--- src/rtl/iafs_pkg.sv ---
// Purpose: Shared constants and types for the ack/arbitration flags and SCL generator
// Assumes: Wishbone classic slave, 32-bit data, byte addresses
// Notes: All offsets are byte addresses of aligned words
package iafs_pkg;

    // Register byte offsets
    localparam logic [7:0] IAFS_OFF_STATUS = 8'h00;
    localparam logic [7:0] IAFS_OFF_ENABLE = 8'h04;
    localparam logic [7:0] IAFS_OFF_CLEAR = 8'h08;
    localparam logic [7:0] IAFS_OFF_MODE = 8'h0c;
    localparam logic [7:0] IAFS_OFF_SCL_LOW = 8'h10;
    localparam logic [7:0] IAFS_OFF_SCL_HIGH = 8'h14;
    localparam logic [7:0] IAFS_OFF_SOURCE = 8'h18;

    // Status, enable and clear layout
    localparam int IAFS_BIT_AL = 0;
    localparam int IAFS_BIT_NACK = 1;
    localparam int IAFS_BIT_BUSY = 4;

    // Mode control layout
    localparam int IAFS_BIT_RST_N = 5;
    localparam int IAFS_BIT_MST = 10;
    localparam int IAFS_BIT_STP = 11;
    localparam int IAFS_BIT_START = 13;

    // Interrupt source codes
    localparam logic [2:0] IAFS_SRC_NONE = 3'h0;
    localparam logic [2:0] IAFS_SRC_AL = 3'h1;
    localparam logic [2:0] IAFS_SRC_NACK = 3'h2;

    // Divider width and fixed extension of each SCL phase
    localparam int IAFS_DIV_W = 16;
    localparam logic [IAFS_DIV_W:0] IAFS_DIV_EXTRA = 17'h00006;
    localparam logic [IAFS_DIV_W-1:0] IAFS_DIV_RESET = 16'h0000;

    // Events from the transfer engine
    typedef struct packed {
        logic transmitting;
        logic general_call;
        logic ack_seen;
        logic nack_seen;
        logic arb_lost;
        logic bus_busy;
    } iafs_evt_t;

    // Mode bits driven to the transfer engine
    typedef struct packed {
        logic module_reset_n;
        logic master_select;
        logic stop_request;
    } iafs_mode_t;

    // SCL generator phases
    typedef enum logic [1:0] {PH_IDLE, PH_LOW, PH_HIGH} iafs_phase_t;

endpackage

--- src/rtl/iafs_sclgen.sv ---
// Purpose: Master SCL generator dividing the module clock
// Assumes: Dividers are stable while run_i is high
// Notes: High phase counts only while the line is seen high, except its first cycle
`timescale 1ns/10ps
module iafs_sclgen
    import iafs_pkg::*;
#(
    parameter int DIV_W = IAFS_DIV_W
)
(
    // Clock and reset
    input wire logic clk_i,
    input wire logic rst_i,
    // Control
    input wire logic run_i,
    input wire logic scl_i,
    input wire logic [DIV_W-1:0] low_div_i,
    input wire logic [DIV_W-1:0] high_div_i,
    // Pin drive
    output logic scl_low_o
);

    iafs_phase_t phase_r;
    iafs_phase_t phase_nxt;
    logic [DIV_W:0] cnt_r;
    logic [DIV_W:0] cnt_nxt;
    logic [DIV_W:0] lim_lo;
    logic [DIV_W:0] lim_hi;
    logic [DIV_W:0] low_len_r;

    // Last count of each phase: divider plus six, minus one
    assign lim_lo = {1'b0, low_div_i} + IAFS_DIV_EXTRA - 17'h00001;
    assign lim_hi = {1'b0, high_div_i} + IAFS_DIV_EXTRA - 17'h00001;

    // Phase sequencing
    always_comb
    begin
        phase_nxt = phase_r;
        cnt_nxt = cnt_r;
        unique case (phase_r)
            PH_IDLE:
            begin
                cnt_nxt = '0;
                if (run_i)
                    phase_nxt = PH_LOW;
            end
            PH_LOW:
            begin
                if (cnt_r == lim_lo)
                begin
                    phase_nxt = PH_HIGH;
                    cnt_nxt = '0;
                end
                else
                    cnt_nxt = cnt_r + 17'h00001;
            end
            PH_HIGH:
            begin
                // Another master holding SCL low stretches us
                if (scl_i && cnt_r == lim_hi)
                begin
                    phase_nxt = PH_LOW;
                    cnt_nxt = '0;
                end
                // First cycle counts anyway: our release is still in the pin register
                else if (scl_i || cnt_r == '0)
                    cnt_nxt = cnt_r + 17'h00001;
            end
        endcase
        if (!run_i)
        begin
            phase_nxt = PH_IDLE;
            cnt_nxt = '0;
        end
    end

    // State and pin drive
    always_ff @(posedge clk_i)
    begin
        if (rst_i)
        begin
            phase_r <= PH_IDLE;
            cnt_r <= '0;
            scl_low_o <= 1'b0;
        end
        else
        begin
            phase_r <= phase_nxt;
            cnt_r <= cnt_nxt;
            scl_low_o <= (phase_nxt == PH_LOW);
        end
    end

    // Helper: length of the current low phase
    always_ff @(posedge clk_i)
    begin
        if (rst_i)
            low_len_r <= '0;
        else if (scl_low_o)
            low_len_r <= low_len_r + 17'h00001;
        else
            low_len_r <= '0;
    end

    chk_low_phase_len: assert property (@(posedge clk_i) disable iff (rst_i)
        $fell(scl_low_o) && $past(run_i) |-> low_len_r == {1'b0, low_div_i} + IAFS_DIV_EXTRA)
        else $error("SCL low phase length wrong");

    chk_high_then_low: assert property (@(posedge clk_i) disable iff (rst_i)
        phase_r == PH_HIGH && scl_i && run_i && cnt_r == lim_hi |=> scl_low_o)
        else $error("SCL did not return low after high phase");

endmodule // iafs_sclgen

--- src/rtl/iafs_top.sv ---
// Purpose: I2C no-acknowledge and arbitration-lost flags with master SCL generator
// Assumes: Wishbone classic slave; event inputs synchronous to clk_i
// Notes: Transfer sequencing lives outside; this block keeps flags and modes
// How it works
// NACK flag sets when a transmitter sees a not-acknowledge.
// NACK flag clears when the receiver acknowledges a byte.
// Writing one to the NACK position clears it; zero leaves it.
// Reading the source code while it shows NACK clears the NACK flag.
// Both flags clear on module reset bit zero or chip reset.
// During a general call NACK reads one even if slaves acknowledge.
// Each flag can be polled and can raise its own interrupt.
// Master-transmitter losing arbitration sets the arbitration-lost flag.
// Starting a transfer while bus busy sets the arbitration-lost flag.
// Arbitration loss clears master select and stop request; becomes slave-receiver.
// Writing one to the arbitration-lost position clears it; zero does nothing.
// Reading the source code while it shows arbitration-lost clears that flag.
// In master mode SCL period is (low+6)+(high+6) module clocks.
// Low phase lasts low divider plus 6; high lasts high divider plus 6.
// Software sets dividers only while the module reset bit is zero.
// Flags stay set until cleared; a same-cycle set beats a clear.
`timescale 1ns/10ps
module iafs_top
    import iafs_pkg::*;
#(
    parameter int DIV_W = IAFS_DIV_W
)
(
    // Clock and reset
    input wire logic clk_i,
    input wire logic rst_i,
    // Wishbone slave
    input wire logic wb_cyc_i,
    input wire logic wb_stb_i,
    input wire logic wb_we_i,
    input wire logic [7:0] wb_adr_i,
    input wire logic [3:0] wb_sel_i,
    input wire logic [31:0] wb_dat_i,
    output logic [31:0] wb_dat_o,
    output logic wb_ack_o,
    // Transfer engine side
    input wire iafs_evt_t evt_i,
    output iafs_mode_t mode_o,
    output logic start_o,
    // Interrupt
    output logic irq_o,
    // Open-drain SCL pin
    input wire logic scl_i,
    output logic scl_o,
    output logic scl_oe_n_o
);

    ////////////////////////////////////////////////////////////////////////////////
    // Byte-lane merge used by the mode and divider registers
    function automatic logic [31:0] lane_merge(input logic [31:0] old_v,
                                               input logic [31:0] new_v,
                                               input logic [3:0] sel);
        logic [31:0] res;
        res = old_v;
        for (int i = 0; i < 4; i++)
        begin
            if (sel[i])
                res[i*8 +: 8] = new_v[i*8 +: 8];
        end
        return res;
    endfunction

    logic wb_ack_r;
    logic req;
    logic wr;
    logic rd;
    logic al_r;
    logic nack_r;
    logic [1:0] irq_en_r;
    logic [31:0] mode_r;
    logic [31:0] mode_nxt;
    logic [DIV_W-1:0] scl_low_div_r;
    logic [DIV_W-1:0] scl_high_div_r;
    logic [2:0] src_code;
    logic w1c_al;
    logic w1c_nack;
    logic set_al;
    logic set_nack;
    logic clr_al;
    logic clr_nack;
    logic start_req;
    logic mrn;
    logic scl_low;
    logic [31:0] rd_data;

    // Bus request decode: one new access per ack handshake
    assign req = wb_cyc_i && wb_stb_i && !wb_ack_r;
    assign wr = req && wb_we_i;
    assign rd = req && !wb_we_i;
    assign mrn = mode_r[IAFS_BIT_RST_N];

    ////////////////////////////////////////////////////////////////////////////////
    // Flag events

    // Arbitration loss outranks NACK in the source code
    assign src_code = al_r ? IAFS_SRC_AL : (nack_r ? IAFS_SRC_NACK : IAFS_SRC_NONE);

    // Write-one-to-clear through status or clear register, low lane only
    assign w1c_al = wr && wb_sel_i[0] && wb_dat_i[IAFS_BIT_AL]
        && (wb_adr_i == IAFS_OFF_STATUS || wb_adr_i == IAFS_OFF_CLEAR);
    assign w1c_nack = wr && wb_sel_i[0] && wb_dat_i[IAFS_BIT_NACK]
        && (wb_adr_i == IAFS_OFF_STATUS || wb_adr_i == IAFS_OFF_CLEAR);

    // Start attempt written through the mode register
    assign start_req = wr && wb_adr_i == IAFS_OFF_MODE && wb_sel_i[1]
        && wb_dat_i[IAFS_BIT_START] && mrn;

    // General call forces NACK even on an acknowledge
    assign set_nack = mrn && evt_i.transmitting
        && (evt_i.nack_seen || (evt_i.general_call && evt_i.ack_seen));
    assign clr_nack = (evt_i.ack_seen && !evt_i.general_call)
        || w1c_nack
        || (rd && wb_adr_i == IAFS_OFF_SOURCE && src_code == IAFS_SRC_NACK);

    assign set_al = mrn && ((evt_i.arb_lost && mode_r[IAFS_BIT_MST] && evt_i.transmitting)
        || (start_req && evt_i.bus_busy));
    assign clr_al = w1c_al
        || (rd && wb_adr_i == IAFS_OFF_SOURCE && src_code == IAFS_SRC_AL);

    // NACK flag: reset first, then set over clear
    always_ff @(posedge clk_i)
    begin
        if (rst_i || !mrn)
            nack_r <= 1'b0;
        else if (set_nack)
            nack_r <= 1'b1;
        else if (clr_nack)
            nack_r <= 1'b0;
    end

    // Arbitration-lost flag: reset first, then set over clear
    always_ff @(posedge clk_i)
    begin
        if (rst_i || !mrn)
            al_r <= 1'b0;
        else if (set_al)
            al_r <= 1'b1;
        else if (clr_al)
            al_r <= 1'b0;
    end

    ////////////////////////////////////////////////////////////////////////////////
    // Control registers

    // Mode bits; arbitration loss drops master and stop even over a write
    always_comb
    begin
        mode_nxt = mode_r;
        if (wr && wb_adr_i == IAFS_OFF_MODE)
            mode_nxt = lane_merge(mode_r, wb_dat_i, wb_sel_i);
        mode_nxt[IAFS_BIT_START] = 1'b0;
        if (set_al)
        begin
            mode_nxt[IAFS_BIT_MST] = 1'b0;
            mode_nxt[IAFS_BIT_STP] = 1'b0;
        end
    end

    always_ff @(posedge clk_i)
    begin
        if (rst_i)
            mode_r <= '0;
        else
            mode_r <= mode_nxt;
    end

    // Interrupt enables
    always_ff @(posedge clk_i)
    begin
        if (rst_i)
            irq_en_r <= '0;
        else if (wr && wb_adr_i == IAFS_OFF_ENABLE && wb_sel_i[0])
            irq_en_r <= {wb_dat_i[IAFS_BIT_NACK], wb_dat_i[IAFS_BIT_AL]};
    end

    // Dividers; only meaningful when set while the module is held in reset
    always_ff @(posedge clk_i)
    begin
        if (rst_i)
        begin
            scl_low_div_r <= IAFS_DIV_RESET;
            scl_high_div_r <= IAFS_DIV_RESET;
        end
        else
        begin
            if (wr && wb_adr_i == IAFS_OFF_SCL_LOW)
                scl_low_div_r <= DIV_W'(lane_merge(32'(scl_low_div_r), wb_dat_i, wb_sel_i));
            if (wr && wb_adr_i == IAFS_OFF_SCL_HIGH)
                scl_high_div_r <= DIV_W'(lane_merge(32'(scl_high_div_r), wb_dat_i, wb_sel_i));
        end
    end

    ////////////////////////////////////////////////////////////////////////////////
    // Wishbone read mux and acknowledge

    always_comb
    begin
        rd_data = '0;
        unique case (wb_adr_i)
            IAFS_OFF_STATUS:
            begin
                rd_data[IAFS_BIT_AL] = al_r;
                rd_data[IAFS_BIT_NACK] = nack_r;
                rd_data[IAFS_BIT_BUSY] = evt_i.bus_busy;
            end
            IAFS_OFF_ENABLE:
            begin
                rd_data[IAFS_BIT_AL] = irq_en_r[0];
                rd_data[IAFS_BIT_NACK] = irq_en_r[1];
            end
            IAFS_OFF_MODE: rd_data = mode_r;
            IAFS_OFF_SCL_LOW: rd_data = 32'(scl_low_div_r);
            IAFS_OFF_SCL_HIGH: rd_data = 32'(scl_high_div_r);
            IAFS_OFF_SOURCE: rd_data = 32'(src_code);
            default: rd_data = '0; // Clear register and holes read zero
        endcase
    end

    // Single-cycle answer, dropped the cycle after
    always_ff @(posedge clk_i)
    begin
        if (rst_i)
        begin
            wb_ack_r <= 1'b0;
            wb_dat_o <= '0;
        end
        else
        begin
            wb_ack_r <= req;
            if (rd)
                wb_dat_o <= rd_data;
        end
    end
    assign wb_ack_o = wb_ack_r;

    ////////////////////////////////////////////////////////////////////////////////
    // Outputs to the transfer engine and interrupt

    // Start only passes when the bus is free
    always_ff @(posedge clk_i)
    begin
        if (rst_i)
        begin
            start_o <= 1'b0;
            mode_o <= '0;
            irq_o <= 1'b0;
        end
        else
        begin
            start_o <= start_req && !evt_i.bus_busy;
            mode_o.module_reset_n <= mode_nxt[IAFS_BIT_RST_N];
            mode_o.master_select <= mode_nxt[IAFS_BIT_MST];
            mode_o.stop_request <= mode_nxt[IAFS_BIT_STP];
            irq_o <= |({nack_r, al_r} & irq_en_r);
        end
    end

    ////////////////////////////////////////////////////////////////////////////////
    // SCL generation; open drain, so the pin is only ever pulled low

    iafs_sclgen #(
        .DIV_W(DIV_W)
    ) u_sclgen (
        .clk_i(clk_i),
        .rst_i(rst_i),
        .run_i(mrn && mode_r[IAFS_BIT_MST]),
        .scl_i(scl_i),
        .low_div_i(scl_low_div_r),
        .high_div_i(scl_high_div_r),
        .scl_low_o(scl_low)
    );

    always_ff @(posedge clk_i)
    begin
        if (rst_i)
        begin
            scl_o <= 1'b0;
            scl_oe_n_o <= 1'b1;
        end
        else
        begin
            scl_o <= 1'b0;
            scl_oe_n_o <= !scl_low;
        end
    end

    ////////////////////////////////////////////////////////////////////////////////
    // Checks

    chk_nack_set: assert property (@(posedge clk_i) disable iff (rst_i)
        mrn && evt_i.transmitting && evt_i.nack_seen |=> nack_r)
        else $error("NACK not set on not-acknowledge");

    chk_nack_ack_clr: assert property (@(posedge clk_i) disable iff (rst_i)
        evt_i.ack_seen && !evt_i.general_call && !set_nack |=> !nack_r)
        else $error("NACK not cleared on acknowledge");

    chk_nack_w1c: assert property (@(posedge clk_i) disable iff (rst_i)
        wr && wb_adr_i == IAFS_OFF_STATUS && wb_sel_i[0] && !wb_dat_i[IAFS_BIT_NACK]
        && nack_r && mrn && !clr_nack |=> nack_r)
        else $error("Writing zero changed NACK");

    chk_nack_src_rd: assert property (@(posedge clk_i) disable iff (rst_i)
        rd && wb_adr_i == IAFS_OFF_SOURCE && !al_r && nack_r && !set_nack
        |=> !nack_r && wb_dat_o == 32'(IAFS_SRC_NACK))
        else $error("Source read did not clear NACK");

    chk_flags_reset: assert property (@(posedge clk_i) disable iff (rst_i)
        !mrn |=> !nack_r && !al_r)
        else $error("Flags survived module reset");

    chk_gc_nack: assert property (@(posedge clk_i) disable iff (rst_i)
        mrn && evt_i.transmitting && evt_i.general_call && evt_i.ack_seen |=> nack_r)
        else $error("General call acknowledge cleared NACK");

    chk_irq_level: assert property (@(posedge clk_i) disable iff (rst_i)
        ##1 irq_o == |({$past(nack_r), $past(al_r)} & $past(irq_en_r)))
        else $error("Interrupt output does not follow enabled flags");

    chk_al_set: assert property (@(posedge clk_i) disable iff (rst_i)
        mrn && evt_i.arb_lost && mode_r[IAFS_BIT_MST] && evt_i.transmitting |=> al_r)
        else $error("Arbitration loss not flagged");

    chk_busy_start: assert property (@(posedge clk_i) disable iff (rst_i)
        start_req && evt_i.bus_busy |=> al_r && !start_o)
        else $error("Start while busy not flagged");

    chk_al_mode: assert property (@(posedge clk_i) disable iff (rst_i)
        set_al |=> !mode_r[IAFS_BIT_MST] && !mode_r[IAFS_BIT_STP]
        ##1 !mode_o.master_select && !mode_o.stop_request)
        else $error("Arbitration loss left master mode on");

    chk_al_w1c: assert property (@(posedge clk_i) disable iff (rst_i)
        w1c_al && !set_al && mrn |=> !al_r)
        else $error("Write one did not clear arbitration loss");

    chk_al_src_rd: assert property (@(posedge clk_i) disable iff (rst_i)
        rd && wb_adr_i == IAFS_OFF_SOURCE && al_r && !set_al |=> !al_r)
        else $error("Source read did not clear arbitration loss");

    chk_set_wins: assert property (@(posedge clk_i) disable iff (rst_i)
        set_nack && clr_nack |=> nack_r [*1] ##0 $stable(mrn) or !mrn)
        else $error("Clear beat a same-cycle NACK set");

endmodule // iafs_top

--- config.mk ---
export PLATFORM = sky130hd
export DESIGN_NAME = iafs_top
export DESIGN_NICKNAME = d
export VERILOG_FILES = /design/src/rtl/iafs_pkg.sv /design/src/rtl/iafs_sclgen.sv /design/src/rtl/iafs_top.sv
export SDC_FILE = /design/constraint.sdc
export NUM_CORES = 1
export LEC_CHECK = 0
export BUFFER_PORTS_ARGS = -buffer_cell sky130_fd_sc_hd__buf_2
export CORE_AREA = 3 3 103 144
export CTS_BUF_LIST = sky130_fd_sc_hd__clkbuf_4 sky130_fd_sc_hd__clkbuf_8 sky130_fd_sc_hd__clkbuf_16
export DETAILED_ROUTE_END_ITERATION = 10
export DIE_AREA = 0 0 106 147
export PLACE_DENSITY = 0.67
export SLEW_MARGIN = 10
export SYNTH_ARGS = -nofsm -noshare
export SYNTH_HDL_FRONTEND = slang
export SYNTH_HIERARCHICAL = 1
export SYNTH_SLANG_ARGS = --single-unit
--- constraint.sdc ---
create_clock -name clk_i -period 8.89 [get_ports clk_i]
set_input_delay 1.778 -clock clk_i [delete_from_list [all_inputs] [get_ports clk_i]]
set_output_delay 1.778 -clock clk_i [all_outputs]
set_load 0.05 [all_outputs]
==> results.sh <==
export IMPL_cts_tree="built"
export IMPL_syn_inst=796
export IMPL_synth_edf_count=0
export IMPL_diodes=0
export IMPL_synth_seq_area_share_pct=36.6
export IMPL_track_usage_pct=25.3
export IMPL_num_rows=50
export IMPL_layout_drive_gt1_share_pct=18.1
export IMPL_vias_per_cell=5.94
export IMPL_power_frac_clock_pct=53.1
export IMPL_p_switching_w=0.000339
export IMPL_finalWirelength_um=19400
export IMPL_yosysTopAreaCell="dfxtp_1"
export IMPL_skew_ps=12.0
export IMPL_place_gp_congestion=0.895
export IMPL_p_per_area_nw_per_um2=165
export IMPL_hold_buffers=0
export IMPL_synth_avg_cell_area_um2=8.46
export IMPL_drtAntennaViolNets=0
export IMPL_worstPathMaxFanout=23
export IMPL_relSlewSlack_pct=26.8
export IMPL_cp_end_kind="register"
export IMPL_syn_nets=858
export IMPL_postCtsSetupBuffers=0
export IMPL_leakage_nw=3.52
export IMPL_regToRegSetupSlack_ps=5510
export IMPL_hold_slack_ps=377
export IMPL_crit_start="wb_we_i"
export IMPL_setup_viol=0
export IMPL_reg2regPathDepth=8
export IMPL_start_util_pct=49.8
export IMPL_drc=0
export IMPL_ctsHtreeMaxLevel=4
export IMPL_slew_violations=0
export IMPL_core_area_um2=13500
export IMPL_fin_crit_ps=3490
export IMPL_cpMaxStageDelayCell="nand4bb_1"
export IMPL_worstMarginPinSlew_ps=1090
export IMPL_drtIter0Drc=349
export IMPL_clk_pin_slew_worst_paths_ps=60
export IMPL_cp_start_kind="input port"
export IMPL_io_buffer_count=94
export IMPL_r2r_start="scl_low_div_r[5]"
export IMPL_cts_path_max_buffers=2
export IMPL_netlist_top_cells_count="123 x dfxtp_1, 95 x nor2_1, 84 x nand2_1"
export IMPL_syn2layout_area_growth_pct=15.6
export IMPL_die_h_um=147
export IMPL_dp_cells=1016
export IMPL_dr_pass1_iters=5
export IMPL_yosysMostFrequentCell="dfxtp_1"
export IMPL_finalNonFillerCells=1048
export IMPL_hold_start="u_sclgen/scl_low_o"
export IMPL_dieArea_um2=15600
export IMPL_antenna_found_initial=0
export IMPL_synthFlopType="dfxtp_1"
export IMPL_ys_warnings_count=6
export IMPL_cp_data_arrival_time_ps=3820
export IMPL_cp_depth=5
export IMPL_reg2reg_to="u_sclgen/phase_r[0]"
export IMPL_p_sw_share_pct=26.4
export IMPL_grt_pass1_wl_um=31800
export IMPL_grt_max_degree=94
export IMPL_synthArstFlopShare_pct=0
export IMPL_status="completed"
export IMPL_dr_total_vias=6224
export IMPL_worst_path_buf_inv=1
export IMPL_max_cap_violations=0
export IMPL_clockRootBuffer="clkbuf_16"
export IMPL_cts_repair_resized=0
export IMPL_max_freq_mhz=286
export IMPL_tns_ps=0
export IMPL_synth_cell_area_um2=6740
export IMPL_overflow=0
export IMPL_hold_class="reg2reg"
export IMPL_final_core_util_pct=57.6
export IMPL_cpPeakStageDelay_ps=930
export IMPL_post_route_period_util_pct=39.3
export IMPL_worst_path_dominant_cell_family="simple AND/OR/NAND/NOR gates"
export IMPL_post_dp_hpwl_um=14000
export IMPL_crit_required_ps=9220
export IMPL_ir_worst_vdd_mv=0.0991
export IMPL_critical_path_class="in2reg"
export IMPL_wl_per_cell_um=18.5
export IMPL_die_x_um=106
export IMPL_path_cells="buf_2 -> nand4bb_1 -> nor2_1 -> o21ai_1 -> o21ai_0"
export IMPL_yosysUniqueCellTypes=74
export IMPL_layout_nets=915
export IMPL_critPathCapture="wb_dat_o[11]"
export IMPL_place_ws_ps=4990
export IMPL_rsz0062_at_grt="false"
export IMPL_yosys_register_bits=123
export IMPL_ios=96
export IMPL_synth_top_cell_area_share_pct=36.6
export IMPL_synth_area_leaders="dfxtp_1 37%, mux2i_1 9.8%, nor2_1 5.3%"
export IMPL_report_final_hold_viol_count=0
export IMPL_layout_setup_ws_ps=5400
export IMPL_sequentialPowerShare_pct=43.0
export IMPL_clkSinkCount=123
export IMPL_grt_pass1_vias=6311
export IMPL_combPwrFrac_pct=3.9
export IMPL_internal_power_w=0.000945
export IMPL_clk_latency_ps=420
export IMPL_cts_made_buffers=17
-- worst min path at each step --
| stage | to | slack [ps] | cells past startpoint |
|---|---|---|---|
| final | scl_oe_n_o | 380 | 1 |
| after global routing | scl_oe_n_o | 400 | 1 |
| after detailed placement | scl_oe_n_o | 370 | 1 |
| after global placement | scl_oe_n_o | 370 | 1 |
| after CTS | scl_oe_n_o | 380 | 1 |
| after floorplan | scl_oe_n_o | 360 | 1 |
-- power groups by stage --
| stage | Sequential [W] | Clock (W) | Combinational, W |
|---|---|---|---|
| 4_1_cts | 0.000552 | 0.000689 | 0.0000498 |
| 6_report | 0.000552 | 0.000682 | 0.0000500 |
| 2_1_floorplan | 0.000567 | 0 | 0.0000246 |
| 3_5_place_dp | 0.000564 | 0 | 0.0000496 |
| 5_1_grt | 0.000552 | 0.000718 | 0.0000540 |
| 3_3_place_gp | 0.000564 | 0 | 0.0000491 |
-- layout make-up --
class	count	area, um^2
Clock inverter	15	166
Tap cell	182	228
Clock buffer	17	425
Sequential cell	123	2460
Fill cell	1249	5720
Inverter	9	33.8
Multi-Input combinational cell	602	3960
Timing Repair Buffer	100	515
-- sequential cells by signal, indices dropped and copies added (netlist names), 2 cells and up --
| signal | cells |
|---|---|
| u_sclgen/phase_r | 2 |
| irq_en_r | 2 |
| wb_dat_o | 32 |
| mode_r | 31 |
| scl_low_div_r | 16 |
| u_sclgen/cnt_r | 17 |
| scl_high_div_r | 16 |
-- per-stage QoR --
stage          area, um^2  power (W)
2_1_floorplan        6740   0.000591
3_3_place_gp         7190   0.000614
3_5_place_dp         7190   0.000614
4_1_cts              7780    0.00129
5_1_grt              7790    0.00132
6_report             7790    0.00128
-- worst register-to-register path: stages (launching register included) --
cell and delay [ps]:
dfxtp_1 570, and4_1 320, nand3_1 120, or3_1 420, or3_1 350, a2111o_1 440, o31a_1 490, or3_1 410
and2_1 170
-- metal layers --
layer  up-vias  global-route usage, %  share of wire, %
met5         -                      0                 0
met4         0                   10.6               2.8
met3        39                   4.66               5.4
met2       215                   46.1                53
met1      3008                   28.7                39
li1       2962                      -                 -
-- kinds of logic after synthesis --
family / Yosys count / synth area share [%]
AOI/OAI and AO/OA: 142 / 14.8
DFF: 123 / 36.6
muxes: 70 / 10.6
adders and majority gates: 6 / 1.11
buffers and inverters: 71 / 4.74
xor gates and xnor gates: 46 / 5.98
other: 1 / 0.0557
and+or+nand+nor: 337 / 26.1
-- cell usage in the layout, fill, tap and decap left out, types with 17 or more instances in the layout --
cell type  synthesis  layout
a21oi_1           29      29
nand3_1           37      37
o21ai_0           17      17
nor3_1            17      17
dfxtp_1          123     123
nor2_1            95      95
clkbuf_16          0      17
xnor2_1           35      35
buf_2             12      94
nand2_1           84      84
mux2i_1           66      66
Power figures use the tool's default switching activity.
